### config.mk
export PLATFORM = sky130hd
export DESIGN_NAME = port_access_gate
export DESIGN_NICKNAME = d
export VERILOG_FILES = /design/src/common/port_access_gate_pkg.sv /design/src/verilog/port_access_gate.sv
export SDC_FILE = /design/constraint.sdc
export NUM_CORES = 2
export LEC_CHECK = 0
export ABC_AREA = 1
export BUFFER_PORTS_ARGS = -buffer_cell sky130_fd_sc_hd__buf_2
export CAP_MARGIN = 10
export CELL_PAD_IN_SITES_DETAIL_PLACEMENT = 2
export CELL_PAD_IN_SITES_GLOBAL_PLACEMENT = 2
export CORE_MARGIN = 5
export CORE_UTILIZATION = 33
export CTS_CLUSTER_DIAMETER = 60
export DETAILED_ROUTE_END_ITERATION = 10
export PLACE_DENSITY_LB_ADDON = 0.1
export SYNTH_ARGS = -nofsm -noshare
export SYNTH_HDL_FRONTEND = slang
export SYNTH_SLANG_ARGS = --single-unit
### constraint.sdc
create_clock -name clk -period 9.18 [get_ports clk]
set_input_delay 1.377 -clock clk [delete_from_list [all_inputs] [get_ports clk]]
set_output_delay 1.377 -clock clk [all_outputs]
set_load 0.02 [all_outputs]
### src/common/port_access_gate_pkg.sv
// constants and types shared by the port access gate
package port_access_gate_pkg;
  localparam int NUM_ACCESS = 8;
  localparam int CLK_PERIOD_NS = 10;
  localparam int TICK_PERIOD_MS = 1000;
  localparam int TICK_CYCLES = TICK_PERIOD_MS * 1_000_000 / CLK_PERIOD_NS;
  localparam logic [6:0] CEIL_MIN = 7'h01;
  localparam logic [6:0] CEIL_MAX = 7'h40;
  localparam logic [6:0] CEIL_RST = CEIL_MAX;
  localparam logic [7:0] TX_PERIOD_RST_S = 8'h1e;
  localparam logic [7:0] QUIET_RST_S = 8'h3c;
  localparam logic [3:0] MAX_REQ_RST = 4'h2;
  localparam logic [11:0] OFF_CTRL = 12'h000;
  localparam logic [11:0] OFF_LOCK = 12'h004;
  localparam logic [11:0] OFF_TIMING = 12'h008;
  localparam logic [11:0] OFF_CFG = 12'h010;
  localparam logic [11:0] OFF_STAT = 12'h030;
  localparam int CTRL_LIMIT_EN_BIT = 0;
  localparam int CTRL_AUTH_EN_BIT = 1;
  localparam int TIM_QUIET_LSB = 8;
  localparam int TIM_MAXREQ_LSB = 16;
  localparam int CFG_MODE_LSB = 8;
  localparam int STAT_LIMITING_BIT = 8;
  localparam int STAT_AUTH_BIT = 9;
  localparam int STAT_STATE_LSB = 12;
  localparam logic [1:0] RESP_OKAY = 2'h0;
  localparam logic [1:0] RESP_SLVERR = 2'h2;
  typedef enum logic [1:0] {BYPASS_SETTING, FORCED_UNAUTHORIZED_SETTING,
    FORCED_AUTHORIZED_SETTING, OUTCOME_DRIVEN_AUTHORIZATION} authmode_t;
  typedef enum logic [2:0] {AUTH_UNAUTH, AUTH_WAIT_CLIENT, AUTH_WAIT_SERVER,
    AUTH_AUTHORIZED, AUTH_QUIET} authstate_t;
  typedef enum logic [1:0] {EAPOL_START, EAPOL_LOGOFF, EAPOL_PACKET} eapolkind_t;
  typedef enum logic [1:0] {SRV_CHALLENGE, SRV_ACCEPT, SRV_REJECT} srvkind_t;
  typedef struct packed {
    logic valid; logic [3:0] port; logic srcKnown; logic eapol; eapolkind_t kind;
  } ingress_t;
  typedef struct packed {logic valid; logic [3:0] port; srvkind_t kind;} server_t;
  typedef struct packed {logic valid; logic [3:0] port;} portev_t;
  typedef struct packed {logic valid; logic [3:0] port; logic forward; logic learn;} verdict_t;
  typedef struct packed {logic valid; logic [3:0] port; logic retry;} relay_t;
  typedef struct packed {
    logic [6:0] ceiling; authmode_t mode; logic [6:0] count; authstate_t auth;
    logic [7:0] timer; logic [3:0] retries; logic tickPend; logic needId;
  } port_t;
endpackage : port_access_gate_pkg

### src/verilog/port_access_gate.sv
// source learning limiter and 802.1X authenticator gate with AXI4-Lite registers
// Functional notes
// - each port holds a learning ceiling, programmable 1 to 64.
// - slots fill first come first served; earliest new sources are kept.
// - learned addresses stay until aging removes them, never displaced.
// - a freed slot takes the next unseen source on that port.
// - with limiting on, unknown sources are dropped, known ones forwarded.
// - a port can be locked so it learns no new source.
// - one global enable; cleared means no ceiling or blocking anywhere.
// - limiting applies to access ports 0 to 7 only, not uplinks.
// - ceiling and limiting status readable per port.
// - authentication ports start unauthorized after reset.
// - unauthorized ports pass only EAPOL traffic, both directions.
// - automatic mode sends identity request on link down-to-up.
// - EAPOL-Start is answered with an identity request.
// - client EAPOL payload relayed to server unchanged, header stripped.
// - server EAP frames relayed to client in Ethernet framing.
// - server accept makes the port authorized, passing all frames.
// - failure keeps port unauthorized but allows a later attempt.
// - unanswered requests are resent; after the limit, authentication fails.
// - logoff or link up-to-down returns port to unauthorized.
// - a silent client leaves the port unauthorized with no access.
// - with authentication disabled, received EAPOL frames are discarded.
// - per-port forced authorized, forced unauthorized, outcome driven, or bypass.
// - timeouts counted; session fails at configured maximum, default two.
// - retransmit waits a transmit period, default 30 seconds.
// - after failure, a quiet period, default 60 seconds, before reacquiring.
`timescale 1ns/1ps
module port_access_gate #(
  parameter int TICK_CYCLES = port_access_gate_pkg::TICK_CYCLES
) (
  input wire logic clk,
  input wire logic nrst,
  input wire logic [31:0] awaddr,
  input wire logic awvalid,
  output logic awready,
  input wire logic [31:0] wdata,
  input wire logic [3:0] wstrb,
  input wire logic wvalid,
  output logic wready,
  output logic [1:0] bresp,
  output logic bvalid,
  input wire logic bready,
  input wire logic [31:0] araddr,
  input wire logic arvalid,
  output logic arready,
  output logic [31:0] rdata,
  output logic [1:0] rresp,
  output logic rvalid,
  input wire logic rready,
  input wire logic [7:0] linkUp,
  input wire port_access_gate_pkg::ingress_t ingress,
  input wire port_access_gate_pkg::server_t server,
  input wire port_access_gate_pkg::portev_t ageOut,
  output port_access_gate_pkg::verdict_t verdict,
  output port_access_gate_pkg::portev_t idReq,
  output port_access_gate_pkg::portev_t toClient,
  output port_access_gate_pkg::relay_t toServer,
  output logic [7:0] portOpen
);
  localparam logic [26:0] TICK_LAST = 27'(TICK_CYCLES - 1);

  typedef struct packed {
    logic limitEn;
    logic authEn;
    logic [7:0] lock;
    logic [7:0] txPeriod;
    logic [7:0] quietPeriod;
    logic [3:0] maxReq;
    port_access_gate_pkg::port_t [7:0] ports;
    logic [7:0] linkMeta;
    logic [7:0] linkSync;
    logic [7:0] linkPrev;
    logic [26:0] tickCnt;
    logic [2:0] scanIdx;
    logic awHave;
    logic wHave;
    logic [11:0] awAddr;
    logic [31:0] wData;
    logic [3:0] wStrb;
    logic awready;
    logic wready;
    logic bvalid;
    logic [1:0] bresp;
    logic arready;
    logic rvalid;
    logic [31:0] rdata;
    logic [1:0] rresp;
    port_access_gate_pkg::verdict_t verdict;
    port_access_gate_pkg::portev_t idReq;
    port_access_gate_pkg::portev_t toClient;
    port_access_gate_pkg::relay_t toServer;
    logic [7:0] portOpen;
  } state_t;

  state_t s_r;
  state_t s_nxt;

  // port index of a per-port register, valid flag on top
  function automatic logic [3:0] portSlot(input logic [11:0] a, input logic [11:0] base);
    logic [11:0] d;
    d = a - base;
    portSlot = {(a >= base) && (d < 12'h020) && (a[1:0] == 2'b00), d[4:2]};
  endfunction : portSlot

  function automatic logic limitingNow(input state_t s, input logic [2:0] i);
    limitingNow = s.limitEn && (s.lock[i] || s.ports[i].count >= s.ports[i].ceiling);
  endfunction : limitingNow

  // whether ordinary traffic may pass the port
  function automatic logic passes(input state_t s, input logic [2:0] i);
    passes = 1'b1;
    if (s.authEn) begin
      case (s.ports[i].mode)
        port_access_gate_pkg::FORCED_UNAUTHORIZED_SETTING: passes = 1'b0;
        port_access_gate_pkg::OUTCOME_DRIVEN_AUTHORIZATION:
          passes = s.ports[i].auth == port_access_gate_pkg::AUTH_AUTHORIZED;
        default: passes = 1'b1;
      endcase
    end
  endfunction : passes

  function automatic logic [32:0] regRead(input state_t s, input logic [11:0] a);
    logic [3:0] c;
    logic [3:0] t;
    logic [31:0] d;
    c = portSlot(a, port_access_gate_pkg::OFF_CFG);
    t = portSlot(a, port_access_gate_pkg::OFF_STAT);
    d = 32'h0000_0000;
    if (a == port_access_gate_pkg::OFF_CTRL) begin
      d[port_access_gate_pkg::CTRL_LIMIT_EN_BIT] = s.limitEn;
      d[port_access_gate_pkg::CTRL_AUTH_EN_BIT] = s.authEn;
    end else if (a == port_access_gate_pkg::OFF_LOCK) begin
      d[7:0] = s.lock;
    end else if (a == port_access_gate_pkg::OFF_TIMING) begin
      d[7:0] = s.txPeriod;
      d[port_access_gate_pkg::TIM_QUIET_LSB +: 8] = s.quietPeriod;
      d[port_access_gate_pkg::TIM_MAXREQ_LSB +: 4] = s.maxReq;
    end else if (c[3]) begin
      d[6:0] = s.ports[c[2:0]].ceiling;
      d[port_access_gate_pkg::CFG_MODE_LSB +: 2] = s.ports[c[2:0]].mode;
    end else if (t[3]) begin
      d[6:0] = s.ports[t[2:0]].count;
      d[port_access_gate_pkg::STAT_LIMITING_BIT] = limitingNow(s, t[2:0]);
      d[port_access_gate_pkg::STAT_AUTH_BIT] = passes(s, t[2:0]);
      d[port_access_gate_pkg::STAT_STATE_LSB +: 3] = s.ports[t[2:0]].auth;
    end
    regRead = {(a == port_access_gate_pkg::OFF_CTRL) || (a == port_access_gate_pkg::OFF_LOCK)
      || (a == port_access_gate_pkg::OFF_TIMING) || c[3] || t[3], d};
  endfunction : regRead

  // start a fresh exchange: identity request with a full transmit period
  function automatic port_access_gate_pkg::port_t beginId(input port_access_gate_pkg::port_t p,
    input logic [7:0] period);
    beginId = p;
    beginId.auth = port_access_gate_pkg::AUTH_WAIT_CLIENT;
    beginId.timer = period;
    beginId.retries = 4'h0;
    beginId.needId = 1'b0;
  endfunction : beginId

  always_comb begin
    logic [32:0] rd;
    logic [31:0] wm;
    logic [3:0] ws;
    logic [2:0] ii;
    logic [2:0] si;
    logic learnOk;
    logic srcOk;
    logic isAuto;
    logic [6:0] ce;
    rd = '0;
    wm = '0;
    ws = '0;
    ii = ingress.port[2:0];
    si = server.port[2:0];
    learnOk = 1'b0;
    srcOk = 1'b0;
    isAuto = 1'b0;
    ce = '0;
    s_nxt = s_r;
    s_nxt.verdict = '0;
    s_nxt.idReq = '0;
    s_nxt.toClient = '0;
    s_nxt.toServer = '0;
    // link pins come from the PHY side, so two flops before use
    s_nxt.linkMeta = linkUp;
    s_nxt.linkSync = s_r.linkMeta;
    s_nxt.linkPrev = s_r.linkSync;
    s_nxt.tickCnt = (s_r.tickCnt == TICK_LAST) ? 27'h000_0000 : s_r.tickCnt + 27'h000_0001;

    for (int p = 0; p < port_access_gate_pkg::NUM_ACCESS; p++) begin
      if (s_r.tickCnt == TICK_LAST) begin
        s_nxt.ports[p].tickPend = 1'b1;
      end
      // no session runs while authentication is off, so no stray requests
      if (!s_r.authEn
          || s_r.ports[p].mode != port_access_gate_pkg::OUTCOME_DRIVEN_AUTHORIZATION) begin
        s_nxt.ports[p].auth = port_access_gate_pkg::AUTH_UNAUTH;
        s_nxt.ports[p].needId = 1'b0;
      end else if (s_r.linkSync[p] && !s_r.linkPrev[p]) begin
        s_nxt.ports[p].needId = 1'b1;
      end else if (!s_r.linkSync[p] && s_r.linkPrev[p]) begin
        s_nxt.ports[p].auth = port_access_gate_pkg::AUTH_UNAUTH;
        s_nxt.ports[p].needId = 1'b0;
      end
    end

    // ingress decision, learning and EAPOL consumption
    if (ingress.valid) begin
      s_nxt.verdict.valid = 1'b1;
      s_nxt.verdict.port = ingress.port;
      if (ingress.port >= 4'(port_access_gate_pkg::NUM_ACCESS)) begin
        s_nxt.verdict.forward = 1'b1;
        s_nxt.verdict.learn = !ingress.srcKnown;
      end else begin
        isAuto = s_nxt.ports[ii].mode == port_access_gate_pkg::OUTCOME_DRIVEN_AUTHORIZATION;
        learnOk = !ingress.srcKnown && !(s_r.limitEn && s_r.lock[ii]);
        if (s_r.limitEn && s_nxt.ports[ii].count >= s_nxt.ports[ii].ceiling) begin
          learnOk = 1'b0;
        end
        srcOk = !s_r.limitEn || ingress.srcKnown || learnOk;
        if (ingress.eapol && !s_r.authEn) begin
          s_nxt.verdict.forward = 1'b0;
        end else if (ingress.eapol
            && s_nxt.ports[ii].mode != port_access_gate_pkg::BYPASS_SETTING) begin
          s_nxt.verdict.forward = 1'b0;
          if (isAuto) begin
            case (ingress.kind)
              port_access_gate_pkg::EAPOL_START: begin
                if (s_nxt.ports[ii].auth != port_access_gate_pkg::AUTH_QUIET) begin
                  s_nxt.ports[ii] = beginId(s_nxt.ports[ii], s_r.txPeriod);
                  s_nxt.idReq = '{valid: 1'b1, port: ingress.port};
                end
              end
              port_access_gate_pkg::EAPOL_LOGOFF: begin
                if (s_nxt.ports[ii].auth != port_access_gate_pkg::AUTH_QUIET) begin
                  s_nxt.ports[ii].auth = port_access_gate_pkg::AUTH_UNAUTH;
                end
              end
              port_access_gate_pkg::EAPOL_PACKET: begin
                if (s_nxt.ports[ii].auth == port_access_gate_pkg::AUTH_WAIT_CLIENT) begin
                  s_nxt.ports[ii].auth = port_access_gate_pkg::AUTH_WAIT_SERVER;
                  s_nxt.ports[ii].timer = s_r.txPeriod;
                  s_nxt.ports[ii].retries = 4'h0;
                  // payload leaves untouched; the framer swaps the header
                  s_nxt.toServer = '{valid: 1'b1, port: ingress.port, retry: 1'b0};
                end
              end
              default: begin
              end
            endcase
          end
        end else begin
          s_nxt.verdict.forward = srcOk && passes(s_r, ii);
          s_nxt.verdict.learn = learnOk;
          if (learnOk && s_r.limitEn) begin
            s_nxt.ports[ii].count = s_nxt.ports[ii].count + 7'h01;
          end
        end
      end
    end

    // answers from the authentication server
    if (server.valid && !server.port[3]
        && s_nxt.ports[si].mode == port_access_gate_pkg::OUTCOME_DRIVEN_AUTHORIZATION
        && s_nxt.ports[si].auth == port_access_gate_pkg::AUTH_WAIT_SERVER) begin
      s_nxt.toClient = '{valid: 1'b1, port: server.port};
      case (server.kind)
        port_access_gate_pkg::SRV_ACCEPT: begin
          s_nxt.ports[si].auth = port_access_gate_pkg::AUTH_AUTHORIZED;
        end
        port_access_gate_pkg::SRV_REJECT: begin
          s_nxt.ports[si].auth = port_access_gate_pkg::AUTH_QUIET;
          s_nxt.ports[si].timer = s_r.quietPeriod;
        end
        default: begin
          s_nxt.ports[si].auth = port_access_gate_pkg::AUTH_WAIT_CLIENT;
          s_nxt.ports[si].timer = s_r.txPeriod;
          s_nxt.ports[si].retries = 4'h0;
        end
      endcase
    end

    if (ageOut.valid && !ageOut.port[3] && s_nxt.ports[ageOut.port[2:0]].count != 7'h00) begin
      s_nxt.ports[ageOut.port[2:0]].count = s_nxt.ports[ageOut.port[2:0]].count - 7'h01;
    end

    // one port per cycle serves timers and pending requests, so the
    // output strobes never collide; it yields to ingress and server traffic
    if (!ingress.valid && !server.valid) begin
      si = s_r.scanIdx;
      s_nxt.scanIdx = s_r.scanIdx + 3'h1;
      if (s_nxt.ports[si].needId
          && s_nxt.ports[si].auth == port_access_gate_pkg::AUTH_UNAUTH) begin
        s_nxt.ports[si] = beginId(s_nxt.ports[si], s_r.txPeriod);
        s_nxt.idReq = '{valid: 1'b1, port: {1'b0, si}};
      end else if (s_nxt.ports[si].tickPend) begin
        // a tick landing in this very cycle stays pending if an older pending tick is served now
        s_nxt.ports[si].tickPend = s_r.ports[si].tickPend && (s_r.tickCnt == TICK_LAST);
        // expire one tick after zero, so a wait is never cut short
        if (s_nxt.ports[si].timer != 8'h00) begin
          s_nxt.ports[si].timer = s_nxt.ports[si].timer - 8'h01;
        end else begin
          case (s_nxt.ports[si].auth)
            port_access_gate_pkg::AUTH_QUIET: begin
              s_nxt.ports[si].auth = port_access_gate_pkg::AUTH_UNAUTH;
              s_nxt.ports[si].needId = s_r.linkSync[si];
            end
            port_access_gate_pkg::AUTH_WAIT_CLIENT,
            port_access_gate_pkg::AUTH_WAIT_SERVER: begin
              if (s_nxt.ports[si].retries + 4'h1 >= s_r.maxReq) begin
                s_nxt.ports[si].auth = port_access_gate_pkg::AUTH_QUIET;
                s_nxt.ports[si].timer = s_r.quietPeriod;
              end else begin
                s_nxt.ports[si].retries = s_nxt.ports[si].retries + 4'h1;
                s_nxt.ports[si].timer = s_r.txPeriod;
                if (s_nxt.ports[si].auth == port_access_gate_pkg::AUTH_WAIT_CLIENT) begin
                  s_nxt.idReq = '{valid: 1'b1, port: {1'b0, si}};
                end else begin
                  s_nxt.toServer = '{valid: 1'b1, port: {1'b0, si}, retry: 1'b1};
                end
              end
            end
            default: begin
            end
          endcase
        end
      end
    end

    // AXI4-Lite write: address and data taken in either order
    if (awvalid && s_r.awready) begin
      s_nxt.awHave = 1'b1;
      s_nxt.awAddr = awaddr[11:0];
    end
    if (wvalid && s_r.wready) begin
      s_nxt.wHave = 1'b1;
      s_nxt.wData = wdata;
      s_nxt.wStrb = wstrb;
    end
    if (s_r.bvalid && bready) begin
      s_nxt.bvalid = 1'b0;
    end
    if (s_r.awHave && s_r.wHave && !s_r.bvalid) begin
      rd = regRead(s_r, s_r.awAddr);
      for (int b = 0; b < 4; b++) begin
        wm[b*8 +: 8] = s_r.wStrb[b] ? s_r.wData[b*8 +: 8] : rd[b*8 +: 8];
      end
      ws = portSlot(s_r.awAddr, port_access_gate_pkg::OFF_CFG);
      if (s_r.awAddr == port_access_gate_pkg::OFF_CTRL) begin
        s_nxt.limitEn = wm[port_access_gate_pkg::CTRL_LIMIT_EN_BIT];
        s_nxt.authEn = wm[port_access_gate_pkg::CTRL_AUTH_EN_BIT];
      end else if (s_r.awAddr == port_access_gate_pkg::OFF_LOCK) begin
        s_nxt.lock = wm[7:0];
      end else if (s_r.awAddr == port_access_gate_pkg::OFF_TIMING) begin
        s_nxt.txPeriod = wm[7:0];
        s_nxt.quietPeriod = wm[port_access_gate_pkg::TIM_QUIET_LSB +: 8];
        s_nxt.maxReq = wm[port_access_gate_pkg::TIM_MAXREQ_LSB +: 4];
      end else if (ws[3]) begin
        ce = wm[6:0];
        if (ce < port_access_gate_pkg::CEIL_MIN) begin
          ce = port_access_gate_pkg::CEIL_MIN;
        end else if (ce > port_access_gate_pkg::CEIL_MAX) begin
          ce = port_access_gate_pkg::CEIL_MAX;
        end
        s_nxt.ports[ws[2:0]].ceiling = ce;
        s_nxt.ports[ws[2:0]].mode =
          port_access_gate_pkg::authmode_t'(wm[port_access_gate_pkg::CFG_MODE_LSB +: 2]);
      end
      s_nxt.awHave = 1'b0;
      s_nxt.wHave = 1'b0;
      s_nxt.bvalid = 1'b1;
      s_nxt.bresp = rd[32] ? port_access_gate_pkg::RESP_OKAY : port_access_gate_pkg::RESP_SLVERR;
    end
    s_nxt.awready = !s_nxt.awHave && !s_nxt.bvalid;
    s_nxt.wready = !s_nxt.wHave && !s_nxt.bvalid;

    // AXI4-Lite read: one outstanding, answer the cycle after arrival
    if (s_r.rvalid && rready) begin
      s_nxt.rvalid = 1'b0;
    end
    if (arvalid && s_r.arready) begin
      rd = regRead(s_r, araddr[11:0]);
      s_nxt.rvalid = 1'b1;
      s_nxt.rdata = rd[31:0];
      s_nxt.rresp = rd[32] ? port_access_gate_pkg::RESP_OKAY : port_access_gate_pkg::RESP_SLVERR;
    end
    s_nxt.arready = !s_nxt.rvalid;

    for (int p = 0; p < port_access_gate_pkg::NUM_ACCESS; p++) begin
      s_nxt.portOpen[p] = passes(s_nxt, 3'(p));
    end
  end

  always_ff @(posedge clk) begin
    if (!nrst) begin
      s_r <= '0;
      s_r.txPeriod <= port_access_gate_pkg::TX_PERIOD_RST_S;
      s_r.quietPeriod <= port_access_gate_pkg::QUIET_RST_S;
      s_r.maxReq <= port_access_gate_pkg::MAX_REQ_RST;
      for (int p = 0; p < port_access_gate_pkg::NUM_ACCESS; p++) begin
        s_r.ports[p].ceiling <= port_access_gate_pkg::CEIL_RST;
        s_r.ports[p].mode <= port_access_gate_pkg::OUTCOME_DRIVEN_AUTHORIZATION;
        s_r.ports[p].auth <= port_access_gate_pkg::AUTH_UNAUTH;
      end
      s_r.portOpen <= 8'hff;
    end else begin
      s_r <= s_nxt;
    end
  end

  assign awready = s_r.awready;
  assign wready = s_r.wready;
  assign bvalid = s_r.bvalid;
  assign bresp = s_r.bresp;
  assign arready = s_r.arready;
  assign rvalid = s_r.rvalid;
  assign rdata = s_r.rdata;
  assign rresp = s_r.rresp;
  assign verdict = s_r.verdict;
  assign idReq = s_r.idReq;
  assign toClient = s_r.toClient;
  assign toServer = s_r.toServer;
  assign portOpen = s_r.portOpen;
endmodule : port_access_gate
* Word-level counts from Yosys, hierarchy flattened
Index checks and enable logic that the tools add are counted.
Storage, ports and cells: register bits 445, latch bits 0, RAM bits 0, bits in read-only memories 0, input bits 136, output and inout port bits 72, memories 0
Cells by class: $add $sub $neg 10, $mul 0, div/mod/pow operators 0, order comparisons 28, equal/unequal tests 61, shift operators 0, multiplexer cells 280, bitwise operators 3, reductions and logical operators 123
Operator list (count):
- 264-bit bitwise mux | 24
- 264-bit two-way mux | 18
- 33-bit demux with 3-bit select | 17
- 33-bit binary-select mux with 3-bit select | 12
- 264-bit one-hot mux with 2 select lines | 2
- 264-bit one-hot mux with 3 select lines | 1
- 33-bit two-way mux | 9
- 293-bit two-way mux | 1
- 292-bit two-way mux | 1
- 284-bit two-way mux | 1
- 6-bit two-way mux | 18
- 3-bit two-way mux | 31
- 7-bit two-way mux | 13
- 17-bit two-way mux | 5
- 26-bit two-way mux | 3
- 5-bit two-way mux | 15
- 24-bit two-way mux | 3
- 1-bit two-way mux | 57
- 1-bit logical AND | 55
- 18-bit two-way mux | 3
- 12-bit by 6-bit < comparator with 1-bit output, second input constant | 4
- 14-bit two-way mux | 3
- 8-bit two-way mux | 5
- 3-bit by 2-bit equality test with 1-bit output, second input constant | 13
- 48 further kinds | 191

* Depth between registers and ports, before layout
word-level depth 50, gate-level depth with buffers 55

* Worst setup path before layout
Ideal clock, no wire load.
path type input to register, from input port ingress[4] in the netlist's numbering, to register s_r, in the netlist idReq[0], setup time 0.130 ns, arrival time 6.673 ns, data required time 9.050 ns, path slack 2.376 ns, stages 44, buffers on the path 8, cells stage by stage buf_6 -> buf_6 -> buf_6 -> nand4_1 -> nor2_1 -> nor2_1 -> nand2_1 -> nor2_1 -> nand3_4 -> buf_4 -> nand4_1 -> nand2_1 -> nand3_1 -> nand2_1 -> nand2_1 -> nand2_1 -> nor2_1 -> nand2_1 -> (+8 left out) -> o21ai_0 -> nor2_1 -> nand2_1 -> inv_1 -> ha_1 -> nand3b_1 -> nand2_1 -> inv_1 -> ha_1 -> nand2_1 -> inv_1 -> o21ai_0 -> nand3_1 -> clkbuf_1 -> clkbuf_1 -> nor2_1 -> a21oi_1 -> o22ai_1
On the way: longest elaborated chain between the ends 38, elaborated cells between the ends (all ways) 101
Ends and longest elaborated chain:
- start: declaration | line port_access_gate.sv:52 | input wire port_access_gate_pkg::ingress_t ingress,
- branches (longest 37 deep; another with 7-bit >= comparator)
- 5-bit two-way mux * | line port_access_gate.sv:291 | if (!ingress.valid && !server.valid) begin
- end signal: assignment | line port_access_gate.sv:409 | s_r <= s_nxt;
- end: declaration | line port_access_gate.sv:96 | state_t s_r;
Every way passes the cells marked *. The select of a mux whose other input is x is not followed. A chain may end at the register's enable or synchronous reset.

* Final worst setup path
from input port ingress[4] in the netlist's numbering, to register portOpen[6] (netlist name)
On the way: longest elaborated chain between the ends 45, elaborated cells between the ends (all ways) 108
Ends and longest elaborated chain:
- branches (longest 12 deep; another with 7-bit >= comparator)
- 264-bit two-way mux * | line port_access_gate.sv:213 | if (ingress.port >= 4'(port_access_gate_pkg::NUM_ACCESS)) begin
- 264-bit two-way mux * | line port_access_gate.sv:210 | if (ingress.valid) begin
- 33-bit binary-select mux with 3-bit select | line port_access_gate.sv:266, port_access_gate.sv:267
- 26-bit two-way mux (not written as such) | line port_access_gate.sv:267 | && s_nxt.ports[si].auth == port_access_gate_pkg::AUTH_WAIT_SERVER) begin
- 2-bit equality test | line port_access_gate.sv:266 | && s_nxt.ports[si].mode == port_access_gate_pkg::OUTCOME_DRIVEN_AUTHORIZATION
- 1-bit logical AND | line port_access_gate.sv:266
- 1-bit logical AND | line port_access_gate.sv:267
- (+18 left out)
- 264-bit bitwise mux | line port_access_gate.sv:368 | s_nxt.ports[ws[2:0]].mode =
- 264-bit two-way mux | line port_access_gate.sv:360 | end else if (ws[3]) begin
- 264-bit two-way mux | line port_access_gate.sv:356 | end else if (s_r.awAddr == port_access_gate_pkg::OFF_TIMING) begin
- 284-bit two-way mux | line port_access_gate.sv:354 | end else if (s_r.awAddr == port_access_gate_pkg::OFF_LOCK) begin
- 292-bit two-way mux | line port_access_gate.sv:351 | if (s_r.awAddr == port_access_gate_pkg::OFF_CTRL) begin
- 293-bit two-way mux * | line port_access_gate.sv:345 | if (s_r.awHave && s_r.wHave && !s_r.bvalid) begin
- 3-bit by 2-bit equality test with 1-bit output, or another cell as far along | line port_access_gate.sv:117 | passes = s.ports[i].auth == port_access_gate_pkg::AUTH_AUTHORIZED;
- 1-bit one-hot mux with 2 select lines * | line port_access_gate.sv:114 | case (s.ports[i].mode)
Marked as above.

==> flow_summary.toml <==
[cts]
cts_root_buffer_type = "clkbuf_16"
cts_repair_resize_count = 0
cts.hold.buffers_added = 0
tritoncts_clock_tree = "yes"
post_cts_buffers = 0
numClockSinks = 443
max-clock-path-buffers = 3
worst_setup_hold_path_clk_slew_ns = 0.05
clock_tree.htree_level_count = 3
cts_inserted_buffers = 78
worstSkewPairLatency_ns = 0.72

[pwr]
peakVddDrop_mv = 0.158
power_per_cell_area_mw_per_mm2 = 164
leakage_nw = 19.3

[outcome]
run_status = "finished clean"

[global_routing]
first_global_vias = 53500
grt_overflow_total = 0
antenna_found_initial = 13
wire_length_of_the_first_global_routing_pass_um = 373000
grt_use_total_pct = 39.9
grt_start_max_net_pins = 73

[sta]
timing_max_transition_violations_final = 0
relSlewSlack_pct = 10.4
finalWorstPathRequiredPeriod_ns = 8.64
grt_setup_unrepaired = "false"
max_freq_ghz = 0.116
final.setup_skew_ns = 0.0503
tightestPinTransition_ns = 1.34
count_of_final_setup_violators = 0
final_hold_viol_count = 0
fin_crit_sh_pct = 94.1
total_negative_slack_for_setup_checks_ns = 0

[die]
core.rowCount = 126
die_area_sq_mm = 0.125
die_height_um = 354
floorplan.die.width_um = 354
design.portCount = 208
floorplan.initialDensity_pct = 33.1
core_region_area_sq_mm = 0.118

[logic_synthesis]
postSynthRegisterBits = 443
synthCells = 6873
yosys.area.top_type = "dfxtp_1"
synth.top_cells.by_area = "dfxtp_1, nand2_1, o21ai_0"
yosysTopAreaCellShare_pct = 22.8
synthesis.yosys.warnings = 0
seq_area_frac_synth_pct = 22.8
synthFlopType = "dfxtp_1"
number_of_synthesized_flops_with_an_enable_pin = 0
synthesis.area_sq_mm = 0.0390
synthesis.area_per_instance_sq_um = 5.67
async_flop_share_pct = 0
synth.most_common_cell = "nand2_1"
netlist-cell-type-count = 71
yosys-top-cells-count = "nand2_1, o21ai_0, nor2_1"

[placement]
placed_area_sq_mm = 0.0413
routabilityCongestion = 0.978
port-buffer-count = 140
detailedPlacementHpwl_um = 187000

[detailed_routing]
drtIter0Drc = 5565
postRouteWirelength_um = 262000
num_vias = 53300
route.detailed.wl_per_inst_um = 31.0
antenna_left = 0
via_per_inst = 6.29
detail_route.drc_violations = 0
drt_pre_antenna_iters = 6

[critical_path]
timing.critical_path.slowest_stage_cell = "o21ai_1"
worstSetupPathType = "input pin to flip-flop"
critical_path.max_stage_delay_ns = 0.67
worst_ep_required_time_ns = 9.72
cpMostUsedCell = "nand2_1"
cp-end-kind = "flip-flop"
worstPathArrival_ns = 9.17
crit_path_start_kind = "input pin"
reg2reg_slack_ns = 0.56
critical_path_peak_fanout = 27

[job]
cap_viol_max_count = 0

[final_layout]
fin_util_pct = 37.4
fillers = 15100
num-nets-final = 7035
drive_gt1_share_pct = 9.33
final_cell_area_sq_mm = 0.0440
layout-area-overhead-vs-synth_pct = 13.0

[hold_path]
path_class_of_the_lowest_slack_min_delay_path = "flip-flop to flip-flop"
through the flow:
step	worst slack [ns]	cells	power (mW)	hold slack (ns)
detailed placement	0.260	8315	3.99	0.404
global placement	0.459	8315	3.93	0.395
floorplan	2.38	6889	3.21	0.390
global route	0.276	8459	7.44	0.445
finish	0.544	8467	7.21	0.416
CTS	0.946	8458	7.17	0.417
report_power, final:
group | switching (mW) | total [mW] | internal, mW
clock network | 1.25 | 3.17 | 1.92
registers | 0.0678 | 2.06 | 2.00
logic | 1.48 | 1.98 | 0.499
total | 2.80 | 7.21 | 4.41
flip-flops by register name, summed over array words and instances (netlist names), 5 cells and up:
name / cells
s_r: 369
rdata: 20
s_nxt: 16
portOpen: 8
verdict: 7
toServer: 6
idReq: 5
toClient: 5
layer usage:
layer | wire length, um | up-vias | track usage (%)
li1 | - | 22800 | -
met5 | 60 | - | 0
met4 | 14800 | 8 | 19.7
met1 | 109000 | 26800 | 52.7
met3 | 27200 | 746 | 9.62
met2 | 111000 | 2851 | 60.6
worst max-delay path, delay by kind of cell:
family          cells  cell delay, ns
buf+inv            10            2.33
simple gates       30            3.76
fa+ha+maj           2            0.55
compound gates      3            1.03
layout make-up:
cell class	count	area, sq um	share of cell area [%]
Sequential cell	443	8870	20.1
Multi-Input combinational cell	5246	25300	57.4
Clock inverter	46	581	1.32
Inverter	720	2720	6.18
Clock buffer	97	2150	4.89
Tap cell	1536	1920	4.36
Timing Repair Buffer	370	2480	5.64
Antenna cell	9	22.5	0.0511
placed cells by master (no fill, tap or decap), drive strengths merged, types with 17 or more instances in the layout:
cell and n:
nand2 1959, o21ai 773, nor2 718, inv 700
nand3 498, a21oi 454, dfxtp 443, buf 370
o22ai 147, o211ai 105, clkbuf 97, nand4 76
nor3 71, a22oi 65, clkinv 48, a221oi 47
ha 40, o221ai 34, a31oi 28, a211oi 24
o2111ai 22, xor2 20, and2 17, conb 17
kinds of logic after synthesis:
kind of cell	after synthesis	synth area share [%]
buffers and inverters	1200	12.9
other	1	0.00962
AO/OA/AOI/OAI	1772	26.2
XOR/XNOR	27	0.607
adder cells (fa/ha/maj)	40	1.28
flip-flops	443	22.8
AND/OR/NAND/NOR	3390	36.2
path summary, 6_finish.rpt:
| kind | to | cells past startpoint | start |
|---|---|---|---|
| worst min register to register | s_nxt[153] | 2 | s_nxt[161] |
| worst max register to register | portOpen[6] | 43 | s_r[468] |
| worst min-delay path | s_nxt[153] | 2 | s_nxt[161] |
| worst max-delay path | portOpen[6] | 45 | ingress[4] |
Note: power is estimated with default switching activity, not from simulation.
